$ cat src/rtl/pef_params.svh
// constants for the phy event flag, interrupt control and page select block
// assumes a 5-bit management register address and 16-bit register data
`ifndef PEF_PARAMS_SVH
`define PEF_PARAMS_SVH
`define PEF_ADDR_ICR 5'h11
`define PEF_ADDR_FLAGS 5'h12
`define PEF_ADDR_PAGE 5'h13
`define PEF_ADDR_FCNT 5'h14
`define PEF_ADDR_RCNT 5'h15
`define PEF_FLAG_LSB 8
`define PEF_ICR_OE 0
`define PEF_ICR_GIE 1
`define PEF_ICR_TEST 2
`define PEF_EV_LQ 7
`define PEF_EV_ED 6
`define PEF_EV_LINK 5
`define PEF_EV_SPD 4
`define PEF_EV_DUP 3
`define PEF_EV_ANC 2
`define PEF_EV_FHF 1
`define PEF_EV_RHF 0
`define PEF_PAGE_EXT 2'h0
`define PEF_PAGE_RSVD 2'h1
`define PEF_PAGE_DIAG 2'h2
`define PEF_RST_EN 8'h00
`define PEF_RST_PAGE 2'h0
`define PEF_RST_ICR 3'h0
`define PEF_CNT_MAX 8'hff
`define PEF_CNT_HALF 8'h80
`endif

$ cat src/rtl/pef_pkg.sv
// types shared by the event flag block and its helpers
// assumes pef_params.svh is on the include path
`include "pef_params.svh"
package pef_pkg;
  typedef logic [7:0] pef_ev_t;
  // top-level register and pin state
  typedef struct packed {
    logic [2:0] icr;
    pef_ev_t en;
    logic [1:0] page;
    logic [15:0] rdata;
    logic irq;
    logic pin_o;
    logic pin_oe_n;
    logic pd;
  } pef_top_s;
  typedef struct packed {
    pef_ev_t flags;
  } pef_bank_s;
  typedef struct packed {
    logic [7:0] count;
    logic half;
  } pef_cnt_s;
  // address match qualified by a strobe
  function automatic logic pef_hit(input logic [4:0] a, input logic [4:0] t, input logic s);
    return s && (a == t);
  endfunction
endpackage

$ cat src/rtl/pef_flag_if.sv
// carrier between the register front end and the sticky flag bank
// assumes one clock domain; no clocking block
`timescale 1ns/1ps
interface pef_flag_if;
  logic [7:0] set;
  logic clr;
  logic [7:0] flags;
  modport bank (input set, input clr, output flags);
  modport user (output set, output clr, input flags);
endinterface // pef_flag_if

$ cat src/rtl/pef_flag_bank.sv
// eight sticky event flags, cleared together by a read
// assumes set is a per-cycle event vector and clr a one-cycle read strobe
`timescale 1ns/1ps
module pef_flag_bank
  import pef_pkg::*;
(
  input wire logic ref_clk, // device clock
  input wire logic rst, // sync reset, active high
  input wire logic ce, // clock enable
  pef_flag_if.bank fi // set, clear and flag view
);
  pef_bank_s s_q, s_d;
  // set beats clear so an event during the read waits for the next read
  always_comb begin
    s_d = s_q;
    s_d.flags = (s_q.flags & {8{~fi.clr}}) | fi.set;
  end
  always_ff @(posedge ref_clk) begin
    if (rst) begin
      s_q <= '0;
    end else if (ce) begin
      s_q <= s_d;
    end
  end
  assign fi.flags = s_q.flags;
endmodule // pef_flag_bank

$ cat src/rtl/pef_err_cnt.sv
// 8-bit saturating error counter, clear on read, half-full event
// assumes inc is one pulse per counted error
`timescale 1ns/1ps
module pef_err_cnt
  import pef_pkg::*;
(
  input wire logic ref_clk, // device clock
  input wire logic rst, // sync reset, active high
  input wire logic ce, // clock enable
  input wire logic inc, // one error seen
  input wire logic clr, // read of the counter
  output logic [7:0] count, // current count
  output logic half // pulse on reaching half full
);
  pef_cnt_s s_q, s_d;
  // an error in the read cycle counts as the first of the new run
  always_comb begin
    s_d = s_q;
    if (clr) begin
      s_d.count = {7'h00, inc};
    end else if (inc && s_q.count != `PEF_CNT_MAX) begin
      s_d.count = s_q.count + 8'h01;
    end
    s_d.half = (s_d.count == `PEF_CNT_HALF) && (s_q.count != `PEF_CNT_HALF);
  end
  always_ff @(posedge ref_clk) begin
    if (rst) begin
      s_q <= '0;
    end else if (ce) begin
      s_q <= s_d;
    end
  end
  assign count = s_q.count;
  assign half = s_q.half && ce;
endmodule // pef_err_cnt

$ cat src/rtl/pef_event_flags.sv
// event flag and enable register, interrupt control and page select
// of one transceiver port, with the two half-full error counters.
// assumes the management frame engine delivers one-cycle read and
// write strobes with a 5-bit register address and 16-bit data.
`timescale 1ns/1ps
`include "pef_params.svh"
module pef_event_flags
  import pef_pkg::*;
(
  input wire logic ref_clk, // 100 mhz device clock
  input wire logic rst, // sync reset, active high
  input wire logic ce, // clock enable, freezes all
  input wire logic [4:0] mgmt_addr, // register address
  input wire logic mgmt_rd, // read strobe
  input wire logic mgmt_wr, // write strobe
  input wire logic [15:0] mgmt_wdata, // write data
  output logic [15:0] mgmt_rdata, // read data, held
  input wire logic ev_link_quality, // link quality event
  input wire logic ev_energy, // energy detect event
  input wire logic ev_link_change, // link status change
  input wire logic ev_speed, // speed status change
  input wire logic ev_duplex, // duplex status change
  input wire logic ev_autoneg_done, // autoneg complete
  input wire logic ev_false_carrier, // one false carrier
  input wire logic ev_rx_error, // one receive error
  input wire logic pin_i, // shared pin level in
  output logic pin_o, // shared pin, irq high
  output logic pin_oe_n, // low while pin driven
  output logic powerdown_req, // pin sampled as input
  output logic [1:0] page_sel // page for 14h-1fh
);
  pef_top_s s_q;
  pef_top_s s_d;
  pef_flag_if fi();
  logic [7:0] fcnt;
  logic [7:0] rcnt;
  logic fhalf;
  logic rhalf;
  logic rd_flags;
  logic rd_fcnt;
  logic rd_rcnt;
  logic page_ext;
  logic ev_pend;
  logic gie;
  logic forced_test_irq;

  // counters live on the extended page only, so their reads
  // only clear them when that page is selected
  assign page_ext = (s_q.page == `PEF_PAGE_EXT);
  assign rd_flags = pef_hit(mgmt_addr, `PEF_ADDR_FLAGS, mgmt_rd);
  assign rd_fcnt = pef_hit(mgmt_addr, `PEF_ADDR_FCNT, mgmt_rd) && page_ext;
  assign rd_rcnt = pef_hit(mgmt_addr, `PEF_ADDR_RCNT, mgmt_rd) && page_ext;

  pef_err_cnt u_fcnt (
    .ref_clk(ref_clk),
    .rst(rst),
    .ce(ce),
    .inc(ev_false_carrier),
    .clr(rd_fcnt),
    .count(fcnt),
    .half(fhalf)
  );

  pef_err_cnt u_rcnt (
    .ref_clk(ref_clk),
    .rst(rst),
    .ce(ce),
    .inc(ev_rx_error),
    .clr(rd_rcnt),
    .count(rcnt),
    .half(rhalf)
  );

  pef_flag_bank u_bank (
    .ref_clk(ref_clk),
    .rst(rst),
    .ce(ce),
    .fi(fi.bank)
  );

  // event vector in flag bit order, never gated by any enable
  always_comb begin
    fi.set = 8'h00;
    fi.set[`PEF_EV_LQ] = ev_link_quality;
    fi.set[`PEF_EV_ED] = ev_energy;
    fi.set[`PEF_EV_LINK] = ev_link_change;
    fi.set[`PEF_EV_SPD] = ev_speed;
    fi.set[`PEF_EV_DUP] = ev_duplex;
    fi.set[`PEF_EV_ANC] = ev_autoneg_done;
    fi.set[`PEF_EV_FHF] = fhalf;
    fi.set[`PEF_EV_RHF] = rhalf;
  end

  // a read of the flag register clears every flag not set again in the same cycle
  assign fi.clr = rd_flags;

  assign gie = s_q.icr[`PEF_ICR_GIE];
  assign forced_test_irq = s_q.icr[`PEF_ICR_TEST];
  // request is level: with gie set it stays up while an enabled flag is pending
  assign ev_pend = |(fi.flags & s_q.en);

  // register writes, read mux and pin control
  always_comb begin
    s_d = s_q;
    if (pef_hit(mgmt_addr, `PEF_ADDR_ICR, mgmt_wr)) begin
      s_d.icr = mgmt_wdata[2:0];
    end
    if (pef_hit(mgmt_addr, `PEF_ADDR_FLAGS, mgmt_wr)) begin
      s_d.en = mgmt_wdata[7:0];
    end
    // upper bits dropped; reserved code 1 is stored as written
    if (pef_hit(mgmt_addr, `PEF_ADDR_PAGE, mgmt_wr)) begin
      s_d.page = mgmt_wdata[1:0];
    end
    if (mgmt_rd) begin
      unique case (mgmt_addr)
        `PEF_ADDR_ICR: begin
          s_d.rdata = {13'h0000, s_q.icr};
        end
        `PEF_ADDR_FLAGS: begin
          s_d.rdata = {fi.flags, s_q.en};
        end
        `PEF_ADDR_PAGE: begin
          s_d.rdata = {14'h0000, s_q.page};
        end
        `PEF_ADDR_FCNT: begin
          s_d.rdata = page_ext ? {8'h00, fcnt} : 16'h0000;
        end
        `PEF_ADDR_RCNT: begin
          s_d.rdata = page_ext ? {8'h00, rcnt} : 16'h0000;
        end
        default: begin
          s_d.rdata = 16'h0000;
        end
      endcase
    end
    // test bit bypasses both enables so the pin path can be proven
    s_d.irq = forced_test_irq || (gie && ev_pend);
    s_d.pin_oe_n = ~s_q.icr[`PEF_ICR_OE];
    s_d.pin_o = s_q.icr[`PEF_ICR_OE] && s_d.irq;
    s_d.pd = ~s_q.icr[`PEF_ICR_OE] && pin_i;
  end

  // one register for all front-end state
  always_ff @(posedge ref_clk) begin
    if (rst) begin
      s_q.icr <= `PEF_RST_ICR;
      s_q.en <= `PEF_RST_EN;
      s_q.page <= `PEF_RST_PAGE;
      s_q.rdata <= 16'h0000;
      s_q.irq <= 1'b0;
      s_q.pin_o <= 1'b0;
      s_q.pin_oe_n <= 1'b1;
      s_q.pd <= 1'b0;
    end else if (ce) begin
      s_q <= s_d;
    end
  end

  assign mgmt_rdata = s_q.rdata;
  assign pin_o = s_q.pin_o;
  assign pin_oe_n = s_q.pin_oe_n;
  assign powerdown_req = s_q.pd;
  assign page_sel = s_q.page;
endmodule // pef_event_flags

$ cat config.mk
export PLATFORM = sky130hd
export DESIGN_NAME = pef_event_flags
export DESIGN_NICKNAME = d
export VERILOG_FILES = /design/src/rtl/pef_pkg.sv /design/src/rtl/pef_flag_if.sv /design/src/rtl/pef_flag_bank.sv /design/src/rtl/pef_err_cnt.sv /design/src/rtl/pef_event_flags.sv
export VERILOG_INCLUDE_DIRS = /design/src /design/src/rtl
export SDC_FILE = /design/constraint.sdc
export NUM_CORES = 1
export LEC_CHECK = 0
export BUFFER_PORTS_ARGS = -buffer_cell sky130_fd_sc_hd__clkbuf_2
export CAP_MARGIN = 20
export CORE_ASPECT_RATIO = 0.75
export CORE_MARGIN = 2
export CORE_UTILIZATION = 55
export CTS_BUF_LIST = sky130_fd_sc_hd__clkbuf_4
export CTS_CLUSTER_SIZE = 20
export DETAILED_ROUTE_END_ITERATION = 10
export PLACE_DENSITY_LB_ADDON = 0.15
export SYNTH_ARGS = -nofsm -noshare
export SYNTH_HDL_FRONTEND = slang
export SYNTH_SLANG_ARGS = --single-unit
$ cat constraint.sdc
create_clock -name ref_clk -period 2.4 [get_ports ref_clk]
set_input_delay 0.36 -clock ref_clk [delete_from_list [all_inputs] [get_ports ref_clk]]
set_output_delay 0.36 -clock ref_clk [all_outputs]
set_load 0.01 [all_outputs]
After elaboration in Yosys (flattened, before gate mapping)
Index checks and enable logic that the tools add are counted.
{"block": "totals", "regBits": 58, "in_bits": 35, "output_inout_bits": 21, "wordCells": 61}
{"block": "classes", "add_sub_neg": 2, "n_eq_ne": 11, "n_mux": 7, "n_bitwise": 5, "reduce_logical": 24}
{"cell": "$pmux 16 s5", "n": 1}
{"cell": "$mux 8", "n": 6}
{"cell": "$ne 8x8->1 const B", "n": 4}
{"cell": "$eq 5x5->1 const B", "n": 5}
{"cell": "$logic_and 1x1->1", "n": 17}
{"cell": "$add 8x1->8 const B", "n": 2}
{"cell": "$and 8x8->8", "n": 2}
{"cell": "$eq 8x8->1 const B", "n": 2}
{"cell": "$or 8x8->8", "n": 1}
{"cell": "$reduce_and 2->1", "n": 4}
{"cell": "$reduce_or 8->1", "n": 1}
{"cell": "$logic_not 2->1", "n": 1}
{"cell": "$not 1->1", "n": 2}
{"cell": "$logic_or 1x1->1", "n": 1}

Longest topological paths before layout
Gate-level depths: netlist (run 1).
{"block": "logic_depth", "word_depth": 6, "depth_mapped": 7, "mapped_depth_nobuf": 7}

Cells and area by module
A second synthesis (run 1) with hierarchy kept.
{"block": "unflattened", "cells_unflattened": 423, "area_unflattened_um2": 3523.4}
{"module": "pef_event_flags", "n_inst": 1, "cells_per_inst": 181, "area_per_inst_um2": 1599.0, "seq_area_each_um2": 640.6}
{"module": "pef_err_cnt", "n_inst": 2, "cells_per_inst": 103, "area_per_inst_um2": 774.5, "seq_area_each_um2": 180.2}
{"module": "pef_flag_bank", "n_inst": 1, "cells_per_inst": 36, "area_per_inst_um2": 375.4, "seq_area_each_um2": 160.2}

Worst setup path before layout (run 1)
No wires, ideal clock.
{"block": "synth_path", "path_type": "reg-to-reg", "startpoint": "reg u_rcnt.s_q, in the netlist u_rcnt.count[0]", "endpoint": "reg u_rcnt.s_q[0] (netlist name)", "setup_ps": 60, "arrival_time_ps": 1797, "slack_ps": 543, "stages_incl_launch_ff": 8, "path_buffers": 1, "cell_sequence": "dfxtp_1 -> ha_1 -> clkbuf_2 -> nand4_2 -> or4b_1 -> o21ai_0 -> and4b_1 -> a32o_1"}
{"block": "synth_via", "elab_chain_cells": 6, "word_cells_on_any_way": 8}
{"item": "start, declared", "line": "pef_err_cnt.sv:15", "rtl": "pef_cnt_s s_q, s_d;"}
{"item": "start signal, assigned", "line": "pef_err_cnt.sv:28", "rtl": "s_q <= '0;"}
{"item": "start signal, assigned", "line": "pef_err_cnt.sv:30", "rtl": "s_q <= s_d;"}
{"item": "branches (longest 5 deep; another with $add 8x1->8)"}
{"item": "$logic_and 1x1->1 *", "line": "pef_err_cnt.sv:24", "rtl": "s_d.half = (s_d.count == `PEF_CNT_HALF) && (s_q.count != `PEF_CNT_HALF);"}
Every way passes the cells marked *.
A chain may end at the register's enable or synchronous reset.

Worst setup path after layout (run 1)
{"block": "layout_path", "startpoint": "reg u_rcnt.s_q, in the netlist u_rcnt.count[1]", "endpoint": "reg u_rcnt.s_q[0] (netlist name)"}
Same word-level chain as after synthesis.

==> impl_metrics.yaml, run 1 <==
global_route:
  grt_pass1_vias: 2646
  grt.total_usage_pct: 26.0
  grt_overflow: 0
  antenna_found_initial: 0
  grt_pass1_wl_mm: 13.5
  grt_max_degree: 32
floorplan:
  pin_count: 56
  start_util_pct: 56.7
  dieArea_sq_mm: 0.00661
  design.core.area_sq_mm: 0.00580
  fp-row-count: 24
  die_y_um: 70.9
  die_x_um: 93.2
yosys:
  yosysUniqueCellTypes: 59
  async_flop_share_pct: 0
  ys_top_cells_by_count: "dfxtp_1, a21oi_1, nor2_1"
  ys_seq_area_share_pct: 35.4
  syn_inst: 416
  synth_top_area_cell: "dfxtp_1"
  synth_edf_count: 0
  synthFlopType: "dfxtp_1"
  netlist_area_sq_mm: 0.00328
  syn_nets: 455
  synth.most_common_cell: "dfxtp_1"
  synth_top_area_share_pct: 35.4
  synth_area_per_cell_sq_um: 7.90
  synth-seq-cells: 58
  synth_area_leaders: "dfxtp_1, a21oi_1, buf_4"
  yosys_warnings: 0
finish:
  antenna_cells: 0
  drive_above_1_share_pct: 20.7
  regArea_sq_mm: 0.00116
  fillerInstances: 526
  area_growth_pct: 7.12
  multi_input_comb_area_sq_mm: 0.00182
  final_nets: 473
  final_util_pct: 60.7
worst_setup_path:
  ff2ff_path_depth: 6
  reg2reg_from: "u_rcnt.count[1]"
  setup.worst_path.start_class: "flip-flop"
  required_ns: 2.74
  worstSetupEndpointType: "flip-flop"
  worstSetupPathType: "flip-flop to flip-flop"
  arrival_ns: 2.50
  timing.rr.end: "u_rcnt.s_q[0]"
  rrSetupSlack_ns: 0.24
  crit_path_max_fanout: 8
placement:
  gp_congestion: 0.849
  portBuffers: 47
  dp_hpwl_mm: 5.88
  pre_cts_ws_ns: 0.258
power:
  p_leak_nw: 1.25
  power_density_mw_per_mm2: 492
  ir_worst_vdd_mv: 0.360
drt:
  dr_total_vias: 3111
  postRouteAntennaNets: 0
  vias_per_cell: 6.02
  wl_mm: 8.20
  first_pass_iters: 5
  wl_per_cell_um: 15.9
  first_iter_violations: 279
  drc_errors: 0
clock_tree:
  clock_path_buffers: 2
  cts.sinks: 58
  cts_resized: 0
  cts_hold_buf: 0
  numCtsBuffers: 9
  post_cts_buffers: 0
  clk_pin_slew_ns: 0.10
  cts_tree: "done"
  insertion_delay_ns: 0.40
  cts_max_level: 3
  root_buffer: "clkbuf_4"
timing:
  setup_slack_ns: 0.241
  finalSetupTns_ns: 0
  max_freq_ghz: 0.463
  finClkSkew_ns: 0.0110
  min_period_ns: 2.16
  rsz0062_at_grt: "no"
  slew_violations: 0
  finalHoldViolations: 0
  fin_crit_sh_pct: 89.9
  setup_violations: 0
  tightest_slew_ns: 0.548
  relSlewSlack_pct: 63.4
hold_path:
  holdPathEnd: "s_q[27]"
  hp-class: "input port to flip-flop"
  hp-start: "mgmt_wdata[5]"
  hold_path_depth: 3
run_status:
  status: "complete, no violations"
job:
  maxCapViolCount: 0
[critical path, stage by stage, from the launching register on]
cell and delay (ns):
dfxtp_1 0.49, ha_1 0.37, nand4_2 0.18, or4b_1 0.53, o21ai_0 0.15, and4b_1 0.22
a32o_1 0.16
[cells by family (layout without fill, tap and decap cells)]
logic type,after synthesis,after routing,share of synthesized area [%]
compound gates,116,116,21.7
fa+ha+maj,4,4,1.52
buf+inv,56,79,9.29
flops,58,58,35.4
mux,17,17,5.26
simple gates,165,165,26.9
[worst max-delay path by stage]
| stage | cells after the start | to | startpoint | slack (ns) |
|---|---|---|---|---|
| after floorplan | 7 | u_rcnt.s_q[0] | u_rcnt.count[0] | 0.54 |
| after global placement | 6 | u_rcnt.s_q[0] | u_rcnt.count[1] | 0.33 |
| after detailed placement | 6 | u_rcnt.s_q[0] | u_rcnt.count[1] | 0.26 |
| after CTS | 6 | u_rcnt.s_q[0] | u_rcnt.count[1] | 0.24 |
| after global routing | 6 | u_rcnt.s_q[0] | u_rcnt.count[1] | 0.06 |
| final | 6 | u_rcnt.s_q[0] | u_rcnt.count[1] | 0.24 |
[final cells by class]
cell class                      count  share of cell area (%)
Inverter                            6                   0.640
Sequential cell                    58                    33.0
Tap cell                           78                    2.77
Multi-Input combinational cell    302                    51.7
Clock buffer                       10                    2.13
Clock inverter                      6                   0.960
Timing Repair Buffer               57                    8.82
[power by group]
| group | switching (mW) | total, mW | internal (mW) |
|---|---|---|---|
| Sequential | 0.0128 | 0.987 | 0.974 |
| Combinational | 0.101 | 0.161 | 0.0600 |
| Clock | 0.368 | 0.583 | 0.215 |
[per-stage QoR]
| stage | power, mW | area (sq um) | hold WS (ns) | cells |
|---|---|---|---|---|
| 2_1_floorplan | 1.11 | 3280 | 0.432 | 416 |
| 3_3_place_gp | 1.17 | 3410 | 0.438 | 501 |
| 3_5_place_dp | 1.17 | 3410 | 0.446 | 501 |
| 4_1_cts | 1.75 | 3520 | 0.165 | 517 |
| 5_1_grt | 1.80 | 3520 | 0.167 | 517 |
| 6_report | 1.73 | 3520 | 0.189 | 517 |
[registers in the layout (all words and copies together) (netlist names)]
register and count:
powerdown_req 1, pin_oe_n 1, mgmt_rdata 16, s_q 9, u_fcnt.count 8, u_rcnt.s_q 1, forced_test_irq 1, page_sel 2
pin_o 1, u_rcnt.count 8, u_bank.fi.flags 8, gie 1, u_fcnt.s_q 1
[metal layers]
layer	up-vias	GRT usage (%)	part of all wire [%]	wire length, um
met1	1415	42.0	48	3960
met5	-	0	0	0
met2	164	32.5	40	3250
met3	12	6.60	11	877
met4	0	8.82	1.2	102
li1	1520	-	-	-
[cells in the final DEF (no fill, tap or decap), types with 6 or more instances in the layout]
cell       n
dfxtp_1   58
a21oi_1   50
clkbuf_2  47
nor2_1    39
nand2_1   38
nand3_1   30
o21ai_0   23
a22oi_1   17
mux2i_1   15
clkbuf_4  10
buf_4     10
inv_1      6
and2_1     6
(Power assumes the default switching activity.)
==> run 2, diff against run 1 <==
Settings changed: CAP_MARGIN 20 to not set, CORE_UTILIZATION 55 to 53, SYNTH_HIERARCHICAL set to 1.
Clock period 2.4 ns to 1.8 ns, I/O delays scaled along.
==> run 2 against run 1 <==
Against the previous run: the flow now finishes with violations (setup timing); routed wire length is 8.8% higher; cell count grew 8.1%; clock skew hardly changed; global-route usage down 1.7 points; largest cell class unchanged; largest power group unchanged.
==> impl_metrics.yaml, run 2 <==
run_status:
  status: "complete, but fails checks"
  failed_checks: "setup timing"
job:
  maxCapViolCount: 0
global_route:
  grt.total_usage_pct: 24.3
  grt_pass1_vias: 2964
  grt_max_degree: 31
  grt_overflow: 0
  grt_pass1_wl_mm: 14.1
  antenna_found_initial: 0
worst_setup_path:
  ff2ff_path_depth: 7
  worstSetupPathType: "flip-flop to flip-flop"
  crit_path_max_fanout: 4
  setup.worst_path.start_class: "flip-flop"
  timing.rr.end: "u_rcnt/s_q[0]"
  worstSetupEndpointType: "flip-flop"
  required_ns: 2.08
  rrSetupSlack_ns: -0.02
  arrival_ns: 2.10
  reg2reg_from: "u_rcnt/count[0]"
clock_tree:
  insertion_delay_ns: 0.40
  root_buffer: "clkbuf_4"
  cts.sinks: 58
  clock_path_buffers: 2
  cts_tree: "done"
  cts_hold_buf: 0
  numCtsBuffers: 9
  cts_max_level: 3
  clk_pin_slew_ns: 0.11
finish:
  stdcell_area_sq_mm: 0.00407
  drive_above_1_share_pct: 32.6
  instances_no_fill: 559
  area_growth_pct: 15.4
  layout_common_cells: "dfxtp_1, buf_4, clkbuf_2"
  antenna_cells: 0
  final_util_pct: 63.7
  largest_reg_flops: 16
  mostFrequentLayoutCell: "dfxtp_1"
  final_nets: 513
power:
  total_power_mw: 2.53
  ir_worst_vdd_mv: 0.453
  power_density_mw_per_mm2: 623
  p_leak_nw: 1.58
timing:
  max_freq_ghz: 0.549
  rsz0062_at_grt: "yes"
  setup_slack_ns: -0.0211
  setup_violations: 1
  slew_violations: 0
  finClkSkew_ns: 0.0110
  min_period_ns: 1.82
  tightest_slew_ns: 0.514
  finalHoldViolations: 0
  fin_crit_sh_pct: 101
  relSlewSlack_pct: 65.6
placement:
  pre_cts_ws_ns: -0.0860
  portBuffers: 47
  place_inst: 544
  dp_hpwl_mm: 6.49
  placed_area_sq_mm: 0.00388
  gp_congestion: 0.937
yosys:
  synth_area_leaders: "dfxtp_1, buf_4, mux2i_1"
  synth-seq-cells: 58
  ys_seq_area_share_pct: 33.0
  ys_top_cells_by_count: "dfxtp_1, nor2_1, buf_4"
  synth_top_area_share_pct: 33.0
  async_flop_share_pct: 0
  synthFlopType: "dfxtp_1"
  yosys_warnings: 6
  syn_inst: 423
  synth_area_per_cell_sq_um: 8.33
  synth_edf_count: 0
  syn_nets: 462
  synth.most_common_cell: "dfxtp_1"
  yosysUniqueCellTypes: 55
  synth_top_area_cell: "dfxtp_1"
  netlist_area_sq_mm: 0.00352
hold_path:
  hold_path_depth: 3
  hp-start: "mgmt_wdata[7]"
  hp-class: "input port to flip-flop"
  holdPathEnd: "s_q[29]"
drt:
  wl_mm: 8.92
  first_iter_violations: 191
  vias_per_cell: 5.72
  wl_per_cell_um: 16.0
  first_pass_iters: 4
  postRouteAntennaNets: 0
  drc_errors: 0
  dr_total_vias: 3195
floorplan:
  dieArea_sq_mm: 0.00732
  pin_count: 56
  design.core.area_sq_mm: 0.00638
  die_x_um: 98.2
  die_y_um: 74.6
  start_util_pct: 55.2
  fp-row-count: 25
run 2: how the worst max path moves through the flow:
stage	end	cells after the start	slack, ns	start
global placement	u_rcnt/s_q[0]	9	-0.06	mgmt_addr[3]
CTS	u_rcnt/s_q[0]	7	-0.03	u_rcnt/count[0]
finish	u_rcnt/s_q[0]	7	-0.02	u_rcnt/count[0]
floorplan	u_fcnt/s_q[0]	7	-0.005	u_fcnt/count[1]
detailed placement	u_rcnt/s_q[0]	9	-0.09	mgmt_addr[3]
global route	u_rcnt/s_q[0]	7	-0.11	u_rcnt/count[0]
run 2: repair_timing:
action | 4_1_cts | 5_1_grt
setup endpoints to repair | 2 | 3
gates resized for setup | 10 | 6
buffers inserted | 0 | 0
gates cloned | 0 | 0
pin swaps | 2 | 2
run 2: per-stage QoR:
step	TNS (ns)	hold slack, ns
after floorplan	-0.00464	0.413
after global routing	-0.170	0.0953
final	-0.0211	0.101
after CTS	-0.0252	0.0894
after global placement	-0.0592	0.439
after detailed placement	-0.0950	0.444
run 2: routing by layer:
| metal | vias to the layer above | part of all wire [%] | GRT usage [%] |
|---|---|---|---|
| met2 | 86 | 47 | 40.6 |
| met1 | 1503 | 47 | 32.6 |
| met3 | 7 | 5.0 | 5.11 |
| met5 | - | 0 | 0 |
| met4 | 0 | 0.85 | 7.00 |
| li1 | 1599 | - | - |
run 2: power by group:
part,switching [mW],internal [mW]
clock network,0.498,0.406
logic,0.168,0.141
registers,0.0166,1.30
total,0.683,1.85
run 2: area by class of cell:
type | count | area [sq um]
fill | 582 | 2310
multi-input combinational | 292 | 1990
sequential | 58 | 1170
timing repair buffer | 98 | 631
tap | 81 | 101
clock buffer | 9 | 67.6
clock inverter | 6 | 58.8
inverter | 15 | 56.3
run 2: critical path, cell delays in order, from the launching register on:
cell,delay [ns]
dfxtp_2,0.35
inv_1,0.07
ha_1,0.14
or4b_1,0.42
or4_4,0.42
o221ai_2,0.07
o311a_2,0.20
a221oi_2,0.03
run 2: cells by family (layout without fill, tap and decap cells):
logic type | count (synthesis) | count (layout) | share of synthesized area, %
buffers and inverters | 73 | 128 | 12.6
xor gates and xnor gates | 2 | 2 | 0.497
DFF | 58 | 58 | 33.0
adders and majority gates | 4 | 4 | 1.42
and+or+nand+nor | 151 | 151 | 23.4
AOI/OAI and AO/OA | 108 | 108 | 21.4
muxes | 27 | 27 | 7.74
